===== config.mk =====
export PLATFORM = sky130hd
export DESIGN_NAME = ebd_timebase
export DESIGN_NICKNAME = d
export VERILOG_FILES = /design/src/rtl/ebd_pkg.sv /design/src/rtl/ebd_divider.sv /design/src/rtl/ebd_shadow.sv /design/src/rtl/ebd_timebase.sv
export SDC_FILE = /design/constraint.sdc
export NUM_CORES = 1
export LEC_CHECK = 0
export BUFFER_PORTS_ARGS = -buffer_cell sky130_fd_sc_hd__buf_2
export CORE_AREA = 3 3 95 97
export DETAILED_ROUTE_END_ITERATION = 10
export DIE_AREA = 0 0 98 100
export PLACE_DENSITY_LB_ADDON = 0.1
export SLEW_MARGIN = 20
export SYNTH_ARGS = -nofsm -noshare
export SYNTH_HDL_FRONTEND = slang
export SYNTH_SLANG_ARGS = --single-unit

===== constraint.sdc =====
create_clock -name clk -period 3.88 [get_ports clk]
set_input_delay 0.194 -clock clk [delete_from_list [all_inputs] [get_ports clk]]
set_output_delay 0.194 -clock clk [all_outputs]
set_load 0.02 [all_outputs]

===== src/rtl/ebd_pkg.sv =====
// Constants, register map and types shared by the timebase divider design
//
// Contract
// - Deliver steady 35 us timebase tick
// - Reference is crystal clock or bus clock
// - Divisor is 11 bits, high and low
// - Reset copies shadow registers into divisor
// - Lock-disable bit: 1 off, 0 on
// - Locked: divisor writes ignored, bit included
// - Locked: shadow program/erase blocked
// - Divisor readable always, writable unlatched, unlocked
// - Present silicon: divisor writes have no effect
// - Byte program lasts at least 10 ms
// - Any erase lasts at least 10 ms
// - 100 us discharge after program/erase
// - 600 us recovery after enable, stop
// - Shadow changes reach divisor at reset only
// - Shadow lock bit 0 locks permanently
package ebd_pkg;

  localparam int unsigned ADDR_W = 5;
  localparam int unsigned DIV_W  = 11;
  localparam int unsigned CNT_W  = 9;

  // Register byte addresses
  localparam logic [4:0] OFS_DIV_HIGH    = 5'h00;
  localparam logic [4:0] OFS_DIV_LOW     = 5'h04;
  localparam logic [4:0] OFS_SHADOW_HIGH = 5'h08;
  localparam logic [4:0] OFS_SHADOW_LOW  = 5'h0c;
  localparam logic [4:0] OFS_CONTROL     = 5'h10;
  localparam logic [4:0] OFS_ERASE       = 5'h14;
  localparam logic [4:0] OFS_STATUS      = 5'h18;

  // Field positions
  localparam int unsigned HIGH_LOCK_DIS_BIT = 7;
  localparam int unsigned CTL_CLK_SEL_BIT   = 0;
  localparam int unsigned CTL_LATCH_BIT     = 1;
  localparam int unsigned CTL_EE_EN_BIT     = 2;
  localparam int unsigned ERASE_LOW_BIT     = 0;
  localparam int unsigned ERASE_HIGH_BIT    = 1;
  localparam int unsigned STS_BUSY_BIT      = 0;
  localparam int unsigned STS_RECOV_BIT     = 1;
  localparam int unsigned STS_LOCK_BIT      = 2;

  // Reset and erased values
  localparam logic [7:0] NVM_ERASED    = 8'hff;
  localparam logic [7:0] BYTE_ZERO     = 8'h00;
  localparam logic       CLK_SEL_RESET = 1'b0;
  localparam logic       LATCH_RESET   = 1'b0;
  localparam logic       EE_EN_RESET   = 1'b1;

  // Times, counted in timebase ticks of TB_PERIOD_US
  localparam int unsigned TB_PERIOD_US  = 35;
  localparam int unsigned T_PGM_US      = 10000;
  localparam int unsigned T_DISCHG_US   = 100;
  localparam int unsigned T_RECOVER_US  = 600;
  localparam logic [CNT_W-1:0] PGM_TICKS =
    CNT_W'((T_PGM_US + TB_PERIOD_US - 1) / TB_PERIOD_US);
  localparam logic [CNT_W-1:0] DISCHG_TICKS =
    CNT_W'((T_DISCHG_US + TB_PERIOD_US - 1) / TB_PERIOD_US);
  localparam logic [CNT_W-1:0] RECOVER_TICKS =
    CNT_W'((T_RECOVER_US + TB_PERIOD_US - 1) / TB_PERIOD_US);

  typedef enum logic [1:0] {
    NVM_IDLE,
    NVM_PROGRAM,
    NVM_DISCHARGE,
    NVM_RECOVER
  } ebd_nvm_state_t;

endpackage


===== src/rtl/ebd_divider.sv =====
// Counter that divides the selected reference into the timebase tick
module ebd_divider
  import ebd_pkg::*;
(
  input  wire logic             clk,       // System clock
  input  wire logic             rst,       // Synchronous reset, active high
  input  wire logic             ce,        // Clock enable
  input  wire logic             ref_en,    // One reference clock period elapsed
  input  wire logic [DIV_W-1:0] divisor,   // Programmed divisor
  output logic                  tick       // One-cycle timebase pulse
);

  logic [DIV_W-1:0] count_q;
  logic [DIV_W-1:0] count_d;
  logic             tick_d;
  wire  logic       div_zero = (divisor == '0);
  wire  logic       at_end   = ((count_q + 1'b1) >= divisor);

  always_comb begin
    count_d = count_q;
    tick_d  = 1'b0;
    if (ref_en && !div_zero) begin
      if (at_end) begin
        count_d = '0;
        tick_d  = 1'b1;
      end else begin
        count_d = count_q + 1'b1;
      end
    end
  end

  always_ff @(posedge clk) begin
    if (rst) begin
      count_q <= '0;
      tick    <= 1'b0;
    end else if (ce) begin
      count_q <= count_d;
      tick    <= tick_d;
    end
  end

endmodule


===== src/rtl/ebd_shadow.sv =====
// Non-volatile shadow bytes with program/erase, discharge and recovery timing
module ebd_shadow
  import ebd_pkg::*;
(
  input  wire logic       clk,           // System clock
  input  wire logic       rst,           // Synchronous reset, active high
  input  wire logic       ce,            // Clock enable
  input  wire logic       nvm_init,      // Power-on fill to erased value
  input  wire logic       tick,          // Timebase tick
  input  wire logic       op_start,      // Start program or erase
  input  wire logic       op_sel_high,   // 1: high shadow, 0: low shadow
  input  wire logic       op_erase,      // 1: erase, 0: program
  input  wire logic [7:0] op_data,       // Byte to program
  input  wire logic       recover_start, // Enable or stop exit seen
  output logic      [7:0] shadow_low,    // Low shadow byte
  output logic      [7:0] shadow_high,   // High shadow byte
  output logic            busy,          // Program, erase or discharge running
  output logic            recovering     // Recovery time running
);

  logic [7:0]     mem_q [2];
  ebd_nvm_state_t state_q;
  ebd_nvm_state_t state_d;
  logic [CNT_W-1:0] ticks_q;
  logic [CNT_W-1:0] ticks_d;
  logic           sel_q;
  logic           erase_q;
  logic [7:0]     data_q;
  logic           commit;

  assign shadow_low  = mem_q[0];
  assign shadow_high = mem_q[1];
  assign busy        = (state_q == NVM_PROGRAM) || (state_q == NVM_DISCHARGE);
  assign recovering  = (state_q == NVM_RECOVER);

  // One tick beyond the limit: the first period after the start is only partial
  wire logic done = tick && (ticks_q >= (state_q == NVM_PROGRAM ? PGM_TICKS :
                    state_q == NVM_DISCHARGE ? DISCHG_TICKS : RECOVER_TICKS));

  always_comb begin
    state_d = state_q;
    ticks_d = tick ? ticks_q + 1'b1 : ticks_q;
    commit  = 1'b0;
    if (recover_start) begin
      state_d = NVM_RECOVER;
      ticks_d = '0;
    end else begin
      unique case (state_q)
        NVM_IDLE: begin
          ticks_d = '0;
          if (op_start) begin
            state_d = NVM_PROGRAM;
          end
        end
        NVM_PROGRAM: begin
          if (done) begin
            state_d = NVM_DISCHARGE;
            ticks_d = '0;
            commit  = 1'b1;
          end
        end
        NVM_DISCHARGE: begin
          if (done) begin
            state_d = NVM_IDLE;
          end
        end
        NVM_RECOVER: begin
          if (done) begin
            state_d = NVM_IDLE;
          end
        end
      endcase
    end
  end

  always_ff @(posedge clk) begin
    if (rst) begin
      state_q <= NVM_IDLE;
      ticks_q <= '0;
      sel_q   <= 1'b0;
      erase_q <= 1'b0;
      data_q  <= BYTE_ZERO;
    end else if (ce) begin
      state_q <= state_d;
      ticks_q <= ticks_d;
      if (state_q == NVM_IDLE && op_start && !recover_start) begin
        sel_q   <= op_sel_high;
        erase_q <= op_erase;
        data_q  <= op_data;
      end
    end
  end

  // Shadow bytes ignore system reset: only power-on fill and program/erase commits touch them
  always_ff @(posedge clk) begin
    if (nvm_init) begin
      mem_q[0] <= NVM_ERASED;
      mem_q[1] <= NVM_ERASED;
    end else if (ce && commit) begin
      mem_q[sel_q] <= erase_q ? NVM_ERASED : data_q;
    end
  end

endmodule


===== src/rtl/ebd_timebase.sv =====
// Top of the timebase divider: register slave, divisor lock and timebase
module ebd_timebase
  import ebd_pkg::*;
#(
  parameter bit DIV_WRITES_FROZEN = 1'b0  // 1 models silicon without live registers
)
(
  input  wire logic              clk,                     // System (bus) clock
  input  wire logic              rst,                     // Synchronous reset, active high
  input  wire logic              ce,                      // Clock enable, freezes state
  input  wire logic              nvm_init,                // Power-on fill of shadow bytes
  input  wire logic              crystal_reference_clock, // Crystal period strobe
  input  wire logic              stop_mode,               // Device in stop mode
  input  wire logic [ADDR_W-1:0] avs_address,             // Byte address
  input  wire logic              avs_read,                // Read request
  input  wire logic              avs_write,               // Write request
  input  wire logic [3:0]        avs_byteenable,          // Byte lanes
  input  wire logic [31:0]       avs_writedata,           // Write data
  output logic      [31:0]       avs_readdata,            // Read data
  output logic                   avs_waitrequest,         // Stall
  output logic                   timebase_tick,           // 35 us tick pulse
  output logic      [DIV_W-1:0]  timebase_divisor,        // Active divisor
  output logic                   divisor_locked           // Lock is on
);

  //////////////////////////////////////////////////////////////////////////////
  // Functions

  function automatic logic [31:0] widen(input logic [7:0] b);
    widen = {24'h0000_00, b};
  endfunction

  function automatic logic hit(input logic [ADDR_W-1:0] a, input logic [4:0] ofs);
    hit = (a == ofs);
  endfunction

  //////////////////////////////////////////////////////////////////////////////
  // Registers

  logic       lock_dis_q;
  logic [2:0] div_hi_q;
  logic [7:0] div_lo_q;
  logic       clk_sel_q;
  logic       latch_q;
  logic       ee_en_q;
  logic       stop_q;
  logic       ack_q;
  logic [31:0] rdata_q;

  logic [7:0] shadow_low;
  logic [7:0] shadow_high;
  logic       nvm_busy;
  logic       nvm_recovering;

  //////////////////////////////////////////////////////////////////////////////
  // Bus decode

  wire logic req     = avs_read | avs_write;
  wire logic do_wr   = ce & avs_write & ack_q;
  wire logic lane0   = avs_byteenable[0];
  wire logic [7:0] wbyte = avs_writedata[7:0];

  wire logic wr_hi   = do_wr & lane0 & hit(avs_address, OFS_DIV_HIGH);
  wire logic wr_lo   = do_wr & lane0 & hit(avs_address, OFS_DIV_LOW);
  wire logic wr_shh  = do_wr & lane0 & hit(avs_address, OFS_SHADOW_HIGH);
  wire logic wr_shl  = do_wr & lane0 & hit(avs_address, OFS_SHADOW_LOW);
  wire logic wr_ctl  = do_wr & lane0 & hit(avs_address, OFS_CONTROL);
  wire logic wr_ers  = do_wr & lane0 & hit(avs_address, OFS_ERASE);

  assign avs_waitrequest = req & ~ack_q;
  assign avs_readdata    = rdata_q;

  //////////////////////////////////////////////////////////////////////////////
  // Divisor lock and write permission

  assign divisor_locked = ~lock_dis_q;
  wire logic div_wr_ok  = ~latch_q & lock_dis_q & ~DIV_WRITES_FROZEN;

  // Shadow operations refused while locked, busy or recovering
  wire logic nvm_free   = lock_dis_q & ~nvm_busy & ~nvm_recovering;
  wire logic ers_hi     = wbyte[ERASE_HIGH_BIT];
  wire logic ers_lo     = wbyte[ERASE_LOW_BIT];
  wire logic op_start   = nvm_free & (wr_shh | wr_shl | (wr_ers & (ers_hi | ers_lo)));
  wire logic op_sel_hi  = wr_shh | (wr_ers & ers_hi);
  wire logic op_erase   = wr_ers;

  //////////////////////////////////////////////////////////////////////////////
  // Recovery triggers

  wire logic ee_en_new  = wr_ctl ? wbyte[CTL_EE_EN_BIT] : ee_en_q;
  wire logic ee_rise    = ee_en_new & ~ee_en_q;
  wire logic stop_exit  = stop_q & ~stop_mode;
  wire logic recover_go = ce & (ee_rise | stop_exit);

  //////////////////////////////////////////////////////////////////////////////
  // Reference selection and divisor

  assign timebase_divisor = {div_hi_q, div_lo_q};
  wire logic ref_en = clk_sel_q ? 1'b1 : crystal_reference_clock;

  //////////////////////////////////////////////////////////////////////////////
  // Read mux

  logic [31:0] rmux;
  always_comb begin
    rmux = 32'h0000_0000;
    unique case (1'b1)
      hit(avs_address, OFS_DIV_HIGH): begin
        rmux = widen({lock_dis_q, 4'h0, div_hi_q});
      end
      hit(avs_address, OFS_DIV_LOW): begin
        rmux = widen(div_lo_q);
      end
      hit(avs_address, OFS_SHADOW_HIGH): begin
        rmux = widen(shadow_high);
      end
      hit(avs_address, OFS_SHADOW_LOW): begin
        rmux = widen(shadow_low);
      end
      hit(avs_address, OFS_CONTROL): begin
        rmux = widen({5'h00, ee_en_q, latch_q, clk_sel_q});
      end
      hit(avs_address, OFS_STATUS): begin
        rmux = widen({5'h00, divisor_locked, nvm_recovering, nvm_busy});
      end
      default: begin
        rmux = 32'h0000_0000;
      end
    endcase
  end

  //////////////////////////////////////////////////////////////////////////////
  // Bus handshake

  always_ff @(posedge clk) begin
    if (rst) begin
      ack_q   <= 1'b0;
      rdata_q <= 32'h0000_0000;
    end else if (ce) begin
      ack_q <= req & ~ack_q;
      if (avs_read & ~ack_q) begin
        rdata_q <= rmux;
      end
    end
  end

  //////////////////////////////////////////////////////////////////////////////
  // Divisor registers, reloaded from the shadow bytes on reset

  always_ff @(posedge clk) begin
    if (rst) begin
      lock_dis_q <= shadow_high[HIGH_LOCK_DIS_BIT];
      div_hi_q   <= shadow_high[2:0];
      div_lo_q   <= shadow_low;
    end else if (ce && div_wr_ok) begin
      if (wr_hi) begin
        lock_dis_q <= wbyte[HIGH_LOCK_DIS_BIT];
        div_hi_q   <= wbyte[2:0];
      end
      if (wr_lo) begin
        div_lo_q <= wbyte;
      end
    end
  end

  //////////////////////////////////////////////////////////////////////////////
  // Control register and stop tracking

  always_ff @(posedge clk) begin
    if (rst) begin
      clk_sel_q <= CLK_SEL_RESET;
      latch_q   <= LATCH_RESET;
      ee_en_q   <= EE_EN_RESET;
      stop_q    <= 1'b0;
    end else if (ce) begin
      stop_q <= stop_mode;
      if (wr_ctl) begin
        clk_sel_q <= wbyte[CTL_CLK_SEL_BIT];
        latch_q   <= wbyte[CTL_LATCH_BIT];
        ee_en_q   <= wbyte[CTL_EE_EN_BIT];
      end
    end
  end

  //////////////////////////////////////////////////////////////////////////////
  // Submodules

  ebd_divider u_divider (
    .clk     (clk),
    .rst     (rst),
    .ce      (ce),
    .ref_en  (ref_en),
    .divisor (timebase_divisor),
    .tick    (timebase_tick)
  );

  ebd_shadow u_shadow (
    .clk           (clk),
    .rst           (rst),
    .ce            (ce),
    .nvm_init      (nvm_init),
    .tick          (timebase_tick),
    .op_start      (op_start),
    .op_sel_high   (op_sel_hi),
    .op_erase      (op_erase),
    .op_data       (wbyte),
    .recover_start (recover_go),
    .shadow_low    (shadow_low),
    .shadow_high   (shadow_high),
    .busy          (nvm_busy),
    .recovering    (nvm_recovering)
  );

endmodule

==> results.txt, run 1 <==
Status: finished clean
Critical path capture point: u_divider.count_q[9]$_SDFFE_PP0P_
Initial Util: 56.4%
Syn_area_per_cell: 8.77 um^2
Most frequent cells after synthesis: nand2_1, dfxtp_1, edfxtp_1
Post-CTS Resized: 0
Cells after synthesis: 528
Count leader, synth: nand2_1
Worst Path Arrival: 3.47 ns
CTS sink count: 74
TritonCTS clock tree: yes
I/O Buffers: 43
Dpl hpwl: 7.67 mm
Final setup vio count: 0
Max Fanout on Critical Path: 13
#FFs+latches synth: 74
Sequential share of the synthesized area: 38.0%
Chip height: 100 um
Slew @ Worst Pin: 0.986 ns
Max-slew violations: 0
Hold WC Path Type: primary input to flop
Worst hold slack: 0.0679 ns
Clk_skew: 0.0103 ns
Largest net degree at the start of global routing: 67
Die X: 98 um
Area of the mapped netlist: 4630 um^2
EDFF count, synth: 28
Drt wl/cell: 15.8 um
Setup TNS Final: 0 ns
CTS Buf Count: 9
Final design area excluding fillers: 4980 um^2
Leakage: 0.00197 uW
Min cycle time layout: 3.20 ns
Max_cap viols: 0
Finished Core Util: 60.7%
Reg2reg end: u_divider.count_q[9]$_SDFFE_PP0P_
Max-slew headroom: 34.3%
Worst Setup SP: u_divider.count_q[0]$_SDFFE_PP0P_
Critical path class: flop to flop
Initial antenna violation count: 0
Starting DRT DRC Count: 160
Placer Congestion: 0.840
Reg clk slew, reported paths: 0.09 ns
Worst-skew pair later-pin latency: 0.36 ns
Die area: 9800 um^2
R2R Setup Slk: 0.68 ns
DR vias/cell: 5.66
VDD IR max: 0.201 mV
First-pass GRT wire length: 17.4 mm
Core box area: 8220 um^2
Post-CTS setup buffer count: 0
Unrepaired setup endpoints after global routing: false
R2R depth: 11
DRT Wirelength: 10.4 mm
Primary FF master, synth: dfxtp_1
1st-pass router iterations: 8
DR vias: 3728
Nets: 621
Total track usage: 21.9%
Clk buf depth: 2
Synth warn: 0
Startpoint Class: flop
Ant. Diodes: 0
Crit share post-route: 82.5%
Post-synth top area share: 19.9%
Hold_buf cts: 0
H-Tree Depth: 3
Worst r2r src: u_divider.count_q[0]$_SDFFE_PP0P_
Share of layout cells above drive strength 1: 15.0%
CP Data Required Time: 4.15 ns
Final ANT Viol Nets: 0
Synth async-reset ratio: 0%
Area Overhead vs Synth: 7.65%
Number of global-route vias before repair: 3445
Largest cells by area after synthesis: dfxtp_1, edfxtp_1, ha_1, nand2_1, buf_4
Clk root buf: clkbuf_8
Synth cell types: 59
Worst setup EP type: flop
Post-synth top area cell: dfxtp_1
DRC: 0
Overflow after GRT: 0
Row Count: 33
Placement Cell Area: 4750 um^2
# IOs: 95
Power per cell area: 345 nW/um^2
Final Hold Viols: 0
FMAX: 313 MHz
# fillers: 724
## power breakdown
| group | internal (uW) | leakage, uW | total (uW) | switching, uW |
|---|---|---|---|---|
| clock | 363 | 0.0000987 | 672 | 309 |
| sequential | 819 | 0.000593 | 835 | 16.0 |
| combinational | 71.1 | 0.00128 | 215 | 144 |
## layout make-up
cell class	count	area, um^2	share of cell area (%)
clock buffers	10	128	2.56
clock inverters	6	91.3	1.83
multi-input cells	398	2540	51.0
flip-flops and latches	74	1760	35.3
inverters	19	71.3	1.43
well taps	105	131	2.64
repair buffers	47	258	5.17
## critical path, cell delays in order (launching register included)
cell	delay [ns]
dfxtp_1	0.46
ha_1	0.36
nand2_1	0.08
nor3_1	0.28
xor2_1	0.20
ha_1	0.26
a2111oi_0	0.59
o221ai_1	0.23
a21oi_1	0.16
buf_4	0.21
o21bai_1	0.08
o211ai_1	0.20
## worst min path at each step
| stage | startpoint | end | slack, ns | cells past startpoint |
|---|---|---|---|---|
| after floorplan | avs_writedata[2] | ee_en_q$_SDFFE_PP1P_ | 0.32 | 2 |
| after global placement | avs_writedata[2] | ee_en_q$_SDFFE_PP1P_ | 0.43 | 3 |
| after detailed placement | avs_writedata[2] | ee_en_q$_SDFFE_PP1P_ | 0.44 | 3 |
| after CTS | avs_writedata[2] | ee_en_q$_SDFFE_PP1P_ | 0.06 | 3 |
| after global routing | avs_writedata[2] | ee_en_q$_SDFFE_PP1P_ | 0.08 | 3 |
| final | avs_writedata[2] | ee_en_q$_SDFFE_PP1P_ | 0.07 | 3 |
## cell families (layout without fill, tap and decap cells)
kind of cell | after synthesis | in the layout | share of synthesized area, %
adders and majority gates | 23 | 23 | 6.21
buffers and inverters | 79 | 82 | 8.89
xor gates and xnor gates | 10 | 10 | 1.89
muxes | 22 | 22 | 5.38
other | 1 | 24 | 0.0810
AOI/OAI and AO/OA | 93 | 93 | 13.5
DFF | 74 | 74 | 38.0
and+or+nand+nor | 226 | 226 | 26.0
## routing by layer
layer  track usage, %  routed length [um]
met1             31.0                4740
met2             34.5                4890
met3             3.27                 624
met4             7.56                 148
met5                0                   0
## through the flow
stage,setup slack [ns],instances,power (uW)
6_report,0.681,659,1720
5_1_grt,0.414,659,1790
4_1_cts,0.639,658,1730
3_5_place_dp,0.694,642,1060
3_3_place_gp,0.746,642,1060
2_1_floorplan,1.17,551,1030
## placed cells by master, fill, tap and decap left out, types with 5 or more instances in the layout
master	synthesis	final
nand2_1	62	62
dfxtp_1	46	46
buf_2	2	43
edfxtp_1	28	28
nor2_1	27	27
a21oi_1	27	27
nand2b_1	26	26
conb_1	1	24
ha_1	23	23
nand3_1	20	20
inv_1	19	19
nor4_1	17	17
nor3_1	14	14
nand4_1	13	13
nor2b_1	11	11
mux2i_1	11	11
a22oi_1	11	11
o21ai_0	10	10
nor4b_1	10	10
o22ai_1	9	9
mux2_2	9	9
clkbuf_8	0	9
xnor2_1	6	6
o211ai_1	5	5
nor3b_1	5	5
o22a_1	5	5
## flip-flops by register name (all words and copies together), names as in the netlist, 2 cells and up
signal             count
div_lo_q               8
u_shadow.mem_q        16
u_shadow.state_q       2
avs_readdata           8
u_divider.count_q     11
u_shadow.ticks_q       9
u_shadow.data_q        8
div_hi_q               3
No activity file was read; power rests on OpenSTA's default activity.
==> run 2: changes to the inputs <==
--- a/config.mk
+++ b/config.mk
@@ -6,9 +6,9 @@
 export NUM_CORES = 1
 export LEC_CHECK = 0
 export BUFFER_PORTS_ARGS = -buffer_cell sky130_fd_sc_hd__buf_2
-export CORE_AREA = 3 3 95 97
+export CORE_AREA = 3 3 101 103
 export DETAILED_ROUTE_END_ITERATION = 10
-export DIE_AREA = 0 0 98 100
+export DIE_AREA = 0 0 104 106
 export PLACE_DENSITY_LB_ADDON = 0.1
 export SLEW_MARGIN = 20
 export SYNTH_ARGS = -nofsm -noshare
==> constraint.sdc (replaced) <==
create_clock -name clk -period 2.7 [get_ports clk]
set_input_delay 0.135 -clock clk [delete_from_list [all_inputs] [get_ports clk]]
set_output_delay 0.135 -clock clk [all_outputs]
set_load 0.02 [all_outputs]
==> run 2 against run 1 <==
Against the previous run: largest power group unchanged; first-iteration DRC count up 3.1%; global-route usage fell by 2.1 points; combinational power up 52%; sequential share of layout area is 1.3 points lower; die area rose by 12%; cell count is 7.1% higher; sequential cell count unchanged.
==> results.txt, run 2 (same netlist as run 1, synthesis figures left out) <==
Max-slew headroom: 51.0% (+17 points)
Clk_skew: 0.0125 ns (+0.00221 ns)
Clock power share: 33.4% (-5.6 points)
Share of layout cells above drive strength 1: 19.8% (+4.8 points)
Max-slew violations: 0 (unchanged)
Initial antenna violation count: 0 (unchanged)
I/O Buffers: 43 (unchanged)
Final setup vio count: 0 (unchanged)
DR vias/cell: 5.56 (-1.8%)
Sw Share: 28.1% (+0.92 points)
Final Hold Viols: 0 (unchanged)
CTS sink count: 74 (unchanged)
Worst Path Arrival: 2.79 ns (-0.68 ns)
Overflow after GRT: 0 (unchanged)
First-pass GRT wire length: 17.9 mm (+2.8%)
Hold path depth: 3 (unchanged)
Critical path class: flop to flop
H-Tree Depth: 3 (unchanged)
Dpl hpwl: 8.22 mm (+7.3%)
Chip height: 106 um (+6.0%)
Number of global-route vias before repair: 3541 (+2.8%)
Area Overhead vs Synth: 11.9%
Most frequent cells in the layout: nand2_1, dfxtp_1, buf_2
R2R depth: 11 (unchanged)
Leakage: 0.00209 uW (+5.7%)
Worst hold slack: 0.0281 ns (-0.0397 ns)
Largest net degree at the start of global routing: 48 (-28%)
Die X: 104 um (+6.1%)
Pre-CTS WS: -0.0459 ns (-0.740 ns)
Most common cell after layout, fill and taps aside: nand2_1
VDD IR max: 0.218 mV (+8.9%)
Reg clk slew, reported paths: 0.08 ns (about the same)
Max Fanout on Critical Path: 6 (-7)
Hold WC Path Type: primary input to flop
DR vias: 3923 (+5.2%)
DRT Wirelength: 11.0 mm (+5.8%)
Final design area excluding fillers: 5180 um^2 (+4.0%)
Reg power frac: 52.4% (+3.9 points)
CTS Buf Count: 9 (unchanged)
Clk buf depth: 2 (unchanged)
CP Data Required Time: 2.97 ns (-1.18 ns)
Biggest register: u_shadow.mem_q
Largest registers: u_shadow.mem_q: 16 flops, u_divider.count_q: 11 flops, u_shadow.ticks_q: 9 flops
Max reg flops: 16 (unchanged)
FMAX: 397 MHz (+27%)
# IOs: 95 (unchanged)
Final cell count without fillers: 706 (+7.1%)
Crit share post-route: 93.3% (+11 points)
Die area: 11000 um^2 (+12%)
Power per cell area: 442 nW/um^2 (+28%)
Startpoint Class: flop
Starting DRT DRC Count: 165 (+3.1%)
Slew @ Worst Pin: 0.716 ns (-0.270 ns)
Post-CTS setup buffer count: 0 (unchanged)
Worst setup EP type: flop
Clk root buf: clkbuf_8
Total track usage: 19.9% (-2.1 points)
Nets: 644 (+3.7%)
Worst-skew pair later-pin latency: 0.34 ns (-0.02 ns)
Placed Cells: 690 (+7.5%)
Cell Int Power: 1650 uW (+31%)
Initial Util: 49.9% (-6.5 points)
Ant. Diodes: 0 (unchanged)
Row Count: 35 (+6.1%)
Placement Cell Area: 4960 um^2 (+4.4%)
Min cycle time layout: 2.52 ns (-0.679 ns)
Final ANT Viol Nets: 0 (unchanged)
Switching pwr: 644 uW (+37%)
DRC: 0 (unchanged)
Placer Congestion: 0.810 (-3.5%)
Status: finished clean
1st-pass router iterations: 4 (-4)
Core box area: 9280 um^2 (+13%)
Drt wl/cell: 15.6 um (-1.2%)
Worst setup margin: 0.180 ns (-0.501 ns)
TritonCTS clock tree: yes
Hold_buf cts: 0 (unchanged)
Max_cap viols: 0 (unchanged)
# fillers: 917 (+27%)
Comb power frac: 14.2% (+1.7 points)
-- run 2: cell types whose count changed in the layout (fill, tap and decap cells not counted), sizes merged --
cell      change
clkbuf        +3
bufinv        -2
clkinv        +1
buf          +23
inv           +1
clkinvlp      -3
-- run 2: power by group through the flow --
stage                     Combinational, uW  Sequential, uW  Clock [uW]
after global placement                  315            1220           0
after detailed placement                319            1220           0
final                                   326            1200         764
after CTS                               321            1200         781
after global routing                    359            1200         830
after floorplan                         241            1230           0
-- run 2: worst paths after layout --
check                                     from                                 to  slack (ns)
min                           avs_writedata[2]               ee_en_q$_SDFFE_PP1P_        0.03
min reg2reg       avs_readdata[7]$_SDFFE_PP0P_       avs_readdata[7]$_SDFFE_PP0P_        0.45
max reg2reg  u_divider.count_q[1]$_SDFFE_PP0P_  u_divider.count_q[7]$_SDFFE_PP0P_        0.18
max          u_divider.count_q[1]$_SDFFE_PP0P_  u_divider.count_q[7]$_SDFFE_PP0P_        0.18
-- run 2: metrics by stage --
step / TNS [ns] / power, uW / util (%)
after floorplan: 0 / 1470 / -
after detailed placement: -0.278 / 1540 / 53.4
after CTS: 0 / 2300 / 55.2
after global placement: 0 / 1540 / 53.4
final: 0 / 2290 / 55.8
after global routing: -0.00130 / 2390 / 55.8
-- run 2: layout make-up --
type	instances	area [um^2]	area share (%)
well taps	129	161	3.11
flip-flops and latches	74	1760	34.0
repair buffers	70	425	8.21
clock buffers	13	149	2.87
multi-input cells	398	2600	50.1
inverters	19	71.3	1.38
clock inverters	3	16.3	0.314
-- run 2: repair_timing --
item | in CTS | in global routing
gates cloned | 0 | 1
resized for setup | 1 | 17
pin swaps | 0 | 4
hold endpoints to repair | 0 | 0
setup endpoints to repair | 12 | 18
-- run 2: critical path, cell delays in order (launching register included) --
cell and delay [ns]:
dfxtp_2 0.33, ha_2 0.17, nand2_1 0.07, nor3_2 0.24, xor2_1 0.21, ha_1 0.31
a2111oi_4 0.32, o221ai_2 0.15, a21oi_2 0.23, buf_6 0.17, o22ai_1 0.09, a21oi_1 0.15
-- run 2: layer usage --
metal  GRT usage [%]  up-vias  part of all wire [%]
li1                -     1951                     -
met1            27.3     1850                    47
met2            32.2      112                    47
met3            4.07       10                   5.7
met4            5.03        0                  0.84
met5               0        -                     0
==> run 3: changes to the inputs <==
--- a/config.mk
+++ b/config.mk
@@ -5,10 +5,11 @@
 export SDC_FILE = /design/constraint.sdc
 export NUM_CORES = 1
 export LEC_CHECK = 0
+export ABC_AREA = 1
 export BUFFER_PORTS_ARGS = -buffer_cell sky130_fd_sc_hd__buf_2
-export CORE_AREA = 3 3 101 103
+export CORE_AREA = 3 3 105 107
 export DETAILED_ROUTE_END_ITERATION = 10
-export DIE_AREA = 0 0 104 106
+export DIE_AREA = 0 0 108 110
 export PLACE_DENSITY_LB_ADDON = 0.1
 export SLEW_MARGIN = 20
 export SYNTH_ARGS = -nofsm -noshare
==> run 3 against run 2 <==
Against the previous run: area after synthesis fell by 7.1%; utilization is 8.2 points lower; power rose by 6.2%; largest cell class unchanged; highest routed layer unchanged; hold slack improved by 0.024 ns; global-route usage shrank 1.8 points.
==> results.txt, run 3 <==
Starting DRT DRC Count: 167 (+1.2%)
First-pass GRT wire length: 16.8 mm (-5.9%)
TritonCTS clock tree: yes
CTS sink count: 74 (unchanged)
#FFs+latches synth: 74 (unchanged)
CP Cell Sequence: ha_1 > nand2_1 > nor3_2 > nand3_1 > nor2_1 > xnor2_1 > inv_2 > ha_1 > and3_1 > nand3b_1 > nand4_1 > nand2_1 > nand2_1 > buf_12 > a21oi_1
Clk_skew: 0.00894 ns (-0.00360 ns)
Largest cells by area after synthesis: dfxtp_1, edfxtp_1, nand2_1, ha_1, inv_1
Synth Area in XOR/XNOR: 3.05% (+1.2 points)
Initial antenna violation count: 0 (unchanged)
Crit share post-route: 93.0% (-0.33 points)
Worst-skew pair later-pin latency: 0.34 ns (about the same)
R2R Setup Slk: 0.19 ns (about the same)
CP Data Required Time: 2.98 ns (about the same)
Final design area excluding fillers: 4870 um^2 (-6.0%)
VDD IR max: 0.222 mV (+1.5%)
Simple-Gate Fraction of Synth Area: 25.3% (-0.66 points)
I/O Buffers: 43 (unchanged)
WP depth: 15 (+4)
Cell family with most CP delay: simple AND/OR/NAND/NOR gates
Final setup vio count: 0 (unchanged)
Most frequent cells after synthesis: nand2_1, inv_1, a21oi_1
Initial Util: 42.0% (-7.8 points)
Clock power share: 39.4% (+6.0 points)
Chip height: 110 um (+3.8%)
Power per cell area: 499 nW/um^2 (+13%)
Syn_area_per_cell: 7.82 um^2 (-11%)
Sequential share of the synthesized area: 41.0% (+2.9 points)
Max_cap viols: 0 (unchanged)
Max Fanout on Critical Path: 11 (+5)
Nets: 677 (+5.1%)
Row Count: 37 (+5.7%)
CP Buf/Inv Count: 2 (+1)
Share of layout cells above drive strength 1: 15.9% (-3.9 points)
Switching pwr: 647 uW (+0.44%)
Biggest register: u_shadow.mem_q
Critical path capture point: u_divider.count_q[6]$_SDFFE_PP0P_
Max reg flops: 16 (unchanged)
Most frequent cells in the layout: nand2_1, inv_1, a21oi_1
Largest family of logic cells by synthesized area: simple AND/OR/NAND/NOR gates
Post-synth top area share: 21.4% (+1.5 points)
Ant. Diodes: 0 (unchanged)
Count leader, synth: nand2_1
Max-slew violations: 0 (unchanged)
Slew @ Worst Pin: 0.643 ns (-0.0727 ns)
Worst Path Arrival: 2.79 ns (about the same)
Synth Area in Compound Gates: 11.9% (-1.6 points)
Area Overhead vs Synth: 13.3%
Most common cell after layout, fill and taps aside: nand2_1
Hold WC Path Type: primary input to flop
DRT Wirelength: 9.95 mm (-9.6%)
Die area: 11900 um^2 (+7.8%)
Comb power frac: 11.0% (-3.2 points)
Hold_buf cts: 0 (unchanged)
Worst r2r src: u_divider.count_q[1]$_SDFFE_PP0P_
Final cell count without fillers: 746 (+5.7%)
Placed Cells: 729 (+5.7%)
FMAX: 398 MHz (+0.36%)
Final Hold Viols: 0 (unchanged)
Pre-CTS WS: 0.206 ns (+0.251 ns)
Synth warn: 0 (unchanged)
Reg2reg end: u_divider.count_q[6]$_SDFFE_PP0P_
Placer Congestion: 0.812 (+0.21%)
Cell Int Power: 1790 uW (+8.5%)
Placement Cell Area: 4640 um^2 (-6.4%)
Max-slew headroom: 56.7% (+5.6 points)
Overflow after GRT: 0 (unchanged)
DRC: 0 (unchanged)
# IOs: 95 (unchanged)
Area of the mapped netlist: 4300 um^2 (-7.1%)
Worst setup margin: 0.189 ns (+0.00895 ns)
Core box area: 10200 um^2 (+10%)
DR vias: 3610 (-8.0%)
R2R depth: 15 (+4)
Largest net degree at the start of global routing: 31 (-35%)
Crit path largest cell delay: 0.34 ns (about the same)
Sw Share: 26.6% (-1.5 points)
H-Tree Depth: 3 (unchanged)
Clk buf depth: 2 (unchanged)
Reg clk slew, reported paths: 0.08 ns (about the same)
Synth async-reset ratio: 0% (unchanged)
Primary FF master, synth: dfxtp_1
Drt wl/cell: 13.3 um (-14%)
Crit-path slowest cell: dfxtp_2
Leakage: 0.00216 uW (+3.7%)
Synth cell types: 47 (-20%)
Clk root buf: clkbuf_8
Adder-cell area share of the yosys netlist: 6.69% (+0.48 points)
Largest registers: u_shadow.mem_q: 16 flops, u_divider.count_q: 11 flops, u_shadow.ticks_q: 9 flops
Startpoint Class: flop
Final ANT Viol Nets: 0 (unchanged)
Post-synth top area cell: dfxtp_1
Worst setup EP type: flop
CTS Buf Count: 9 (unchanged)
Cells after synthesis: 550 (+4.2%)
Total track usage: 18.1% (-1.8 points)
Mux contribution to synthesized area: 0.262% (-5.1 points)
Status: finished clean
Min cycle time layout: 2.51 ns (-0.00895 ns)
EDFF count, synth: 28 (unchanged)
Critical path class: flop to flop
1st-pass router iterations: 6 (+2)
Die X: 108 um (+3.8%)
Worst Setup SP: u_divider.count_q[1]$_SDFFE_PP0P_
Most used cell, CP: nand2_1
Setup TNS Final: 0 ns (unchanged)
Reg power frac: 49.6% (-2.8 points)
Power after layout: 2430 uW (+6.2%)
Number of global-route vias before repair: 3462 (-2.2%)
Dpl hpwl: 7.73 mm (-6.0%)
DR vias/cell: 4.84 (-13%)
==> run 3: worst min-delay path, stage by stage <==
cell	delay [ns]
buf_2	0.07
inv_1	0.06
a21oi_2	0.10
==> run 3: cell type report <==
class / instances / area [um^2]
fillers: 1025 / 5360
multi-input cells: 393 / 2130
flip-flops and latches: 74 / 1760
repair buffers: 56 / 325
inverters: 71 / 269
well taps: 136 / 170
clock buffers: 10 / 128
clock inverters: 6 / 90.1
==> run 3: logic make-up after synthesis <==
family	after synthesis
AO/OA/AOI/OAI	94
XOR/XNOR	15
adder cells (fa/ha/maj)	23
buffers and inverters	106
flip-flops	74
multiplexers	1
other	1
AND/OR/NAND/NOR	236
==> run 3: power groups by stage <==
stage | registers, uW | logic (uW) | clock network, uW
after floorplan | 1240 | 185 | 0
after global placement | 1230 | 265 | 0
after detailed placement | 1230 | 270 | 0
after CTS | 1210 | 270 | 985
after global routing | 1210 | 304 | 1040
final | 1210 | 268 | 958
==> run 3: what timing repair did <==
| action | CTS | global route |
|---|---|---|
| resized for setup | 0 | 7 |
| buffers inserted | 0 | 1 |
| endpoints found under the setup margin | 0 | 27 |
| endpoints found under the hold margin | 0 | 0 |
==> run 3: worst min-delay path by stage <==
stage,slack (ns),endpoint,from,depth (start not counted)
3_3_place_gp,0.40,u_shadow.data_q[6]$_SDFFE_PP0P_,avs_writedata[6],3
5_1_grt,0.05,u_shadow.data_q[7]$_SDFFE_PP0P_,avs_writedata[7],3
3_5_place_dp,0.41,u_shadow.data_q[5]$_SDFFE_PP0P_,avs_writedata[5],3
4_1_cts,0.03,u_shadow.data_q[5]$_SDFFE_PP0P_,avs_writedata[5],3
6_report,0.05,u_shadow.data_q[5]$_SDFFE_PP0P_,avs_writedata[5],3
2_1_floorplan,0.22,stop_q$_SDFFE_PP0P_,ce,1
==> run 3: stage by stage <==
stage	hold slack, ns	util, %
floorplan	0.225	-
global route	0.0538	47.6
global placement	0.401	45.3
detailed placement	0.406	45.3
CTS	0.0327	47.5
finish	0.0526	47.6
==> run 3: metal layers <==
metal  part of all wire [%]  up-vias  GRT usage [%]
li1                       -     1879              -
met1                     45     1637           22.8
met2                     49       90           31.1
met3                    5.6        4           3.96
met4                   0.65        0           5.41
met5                      0        -              0
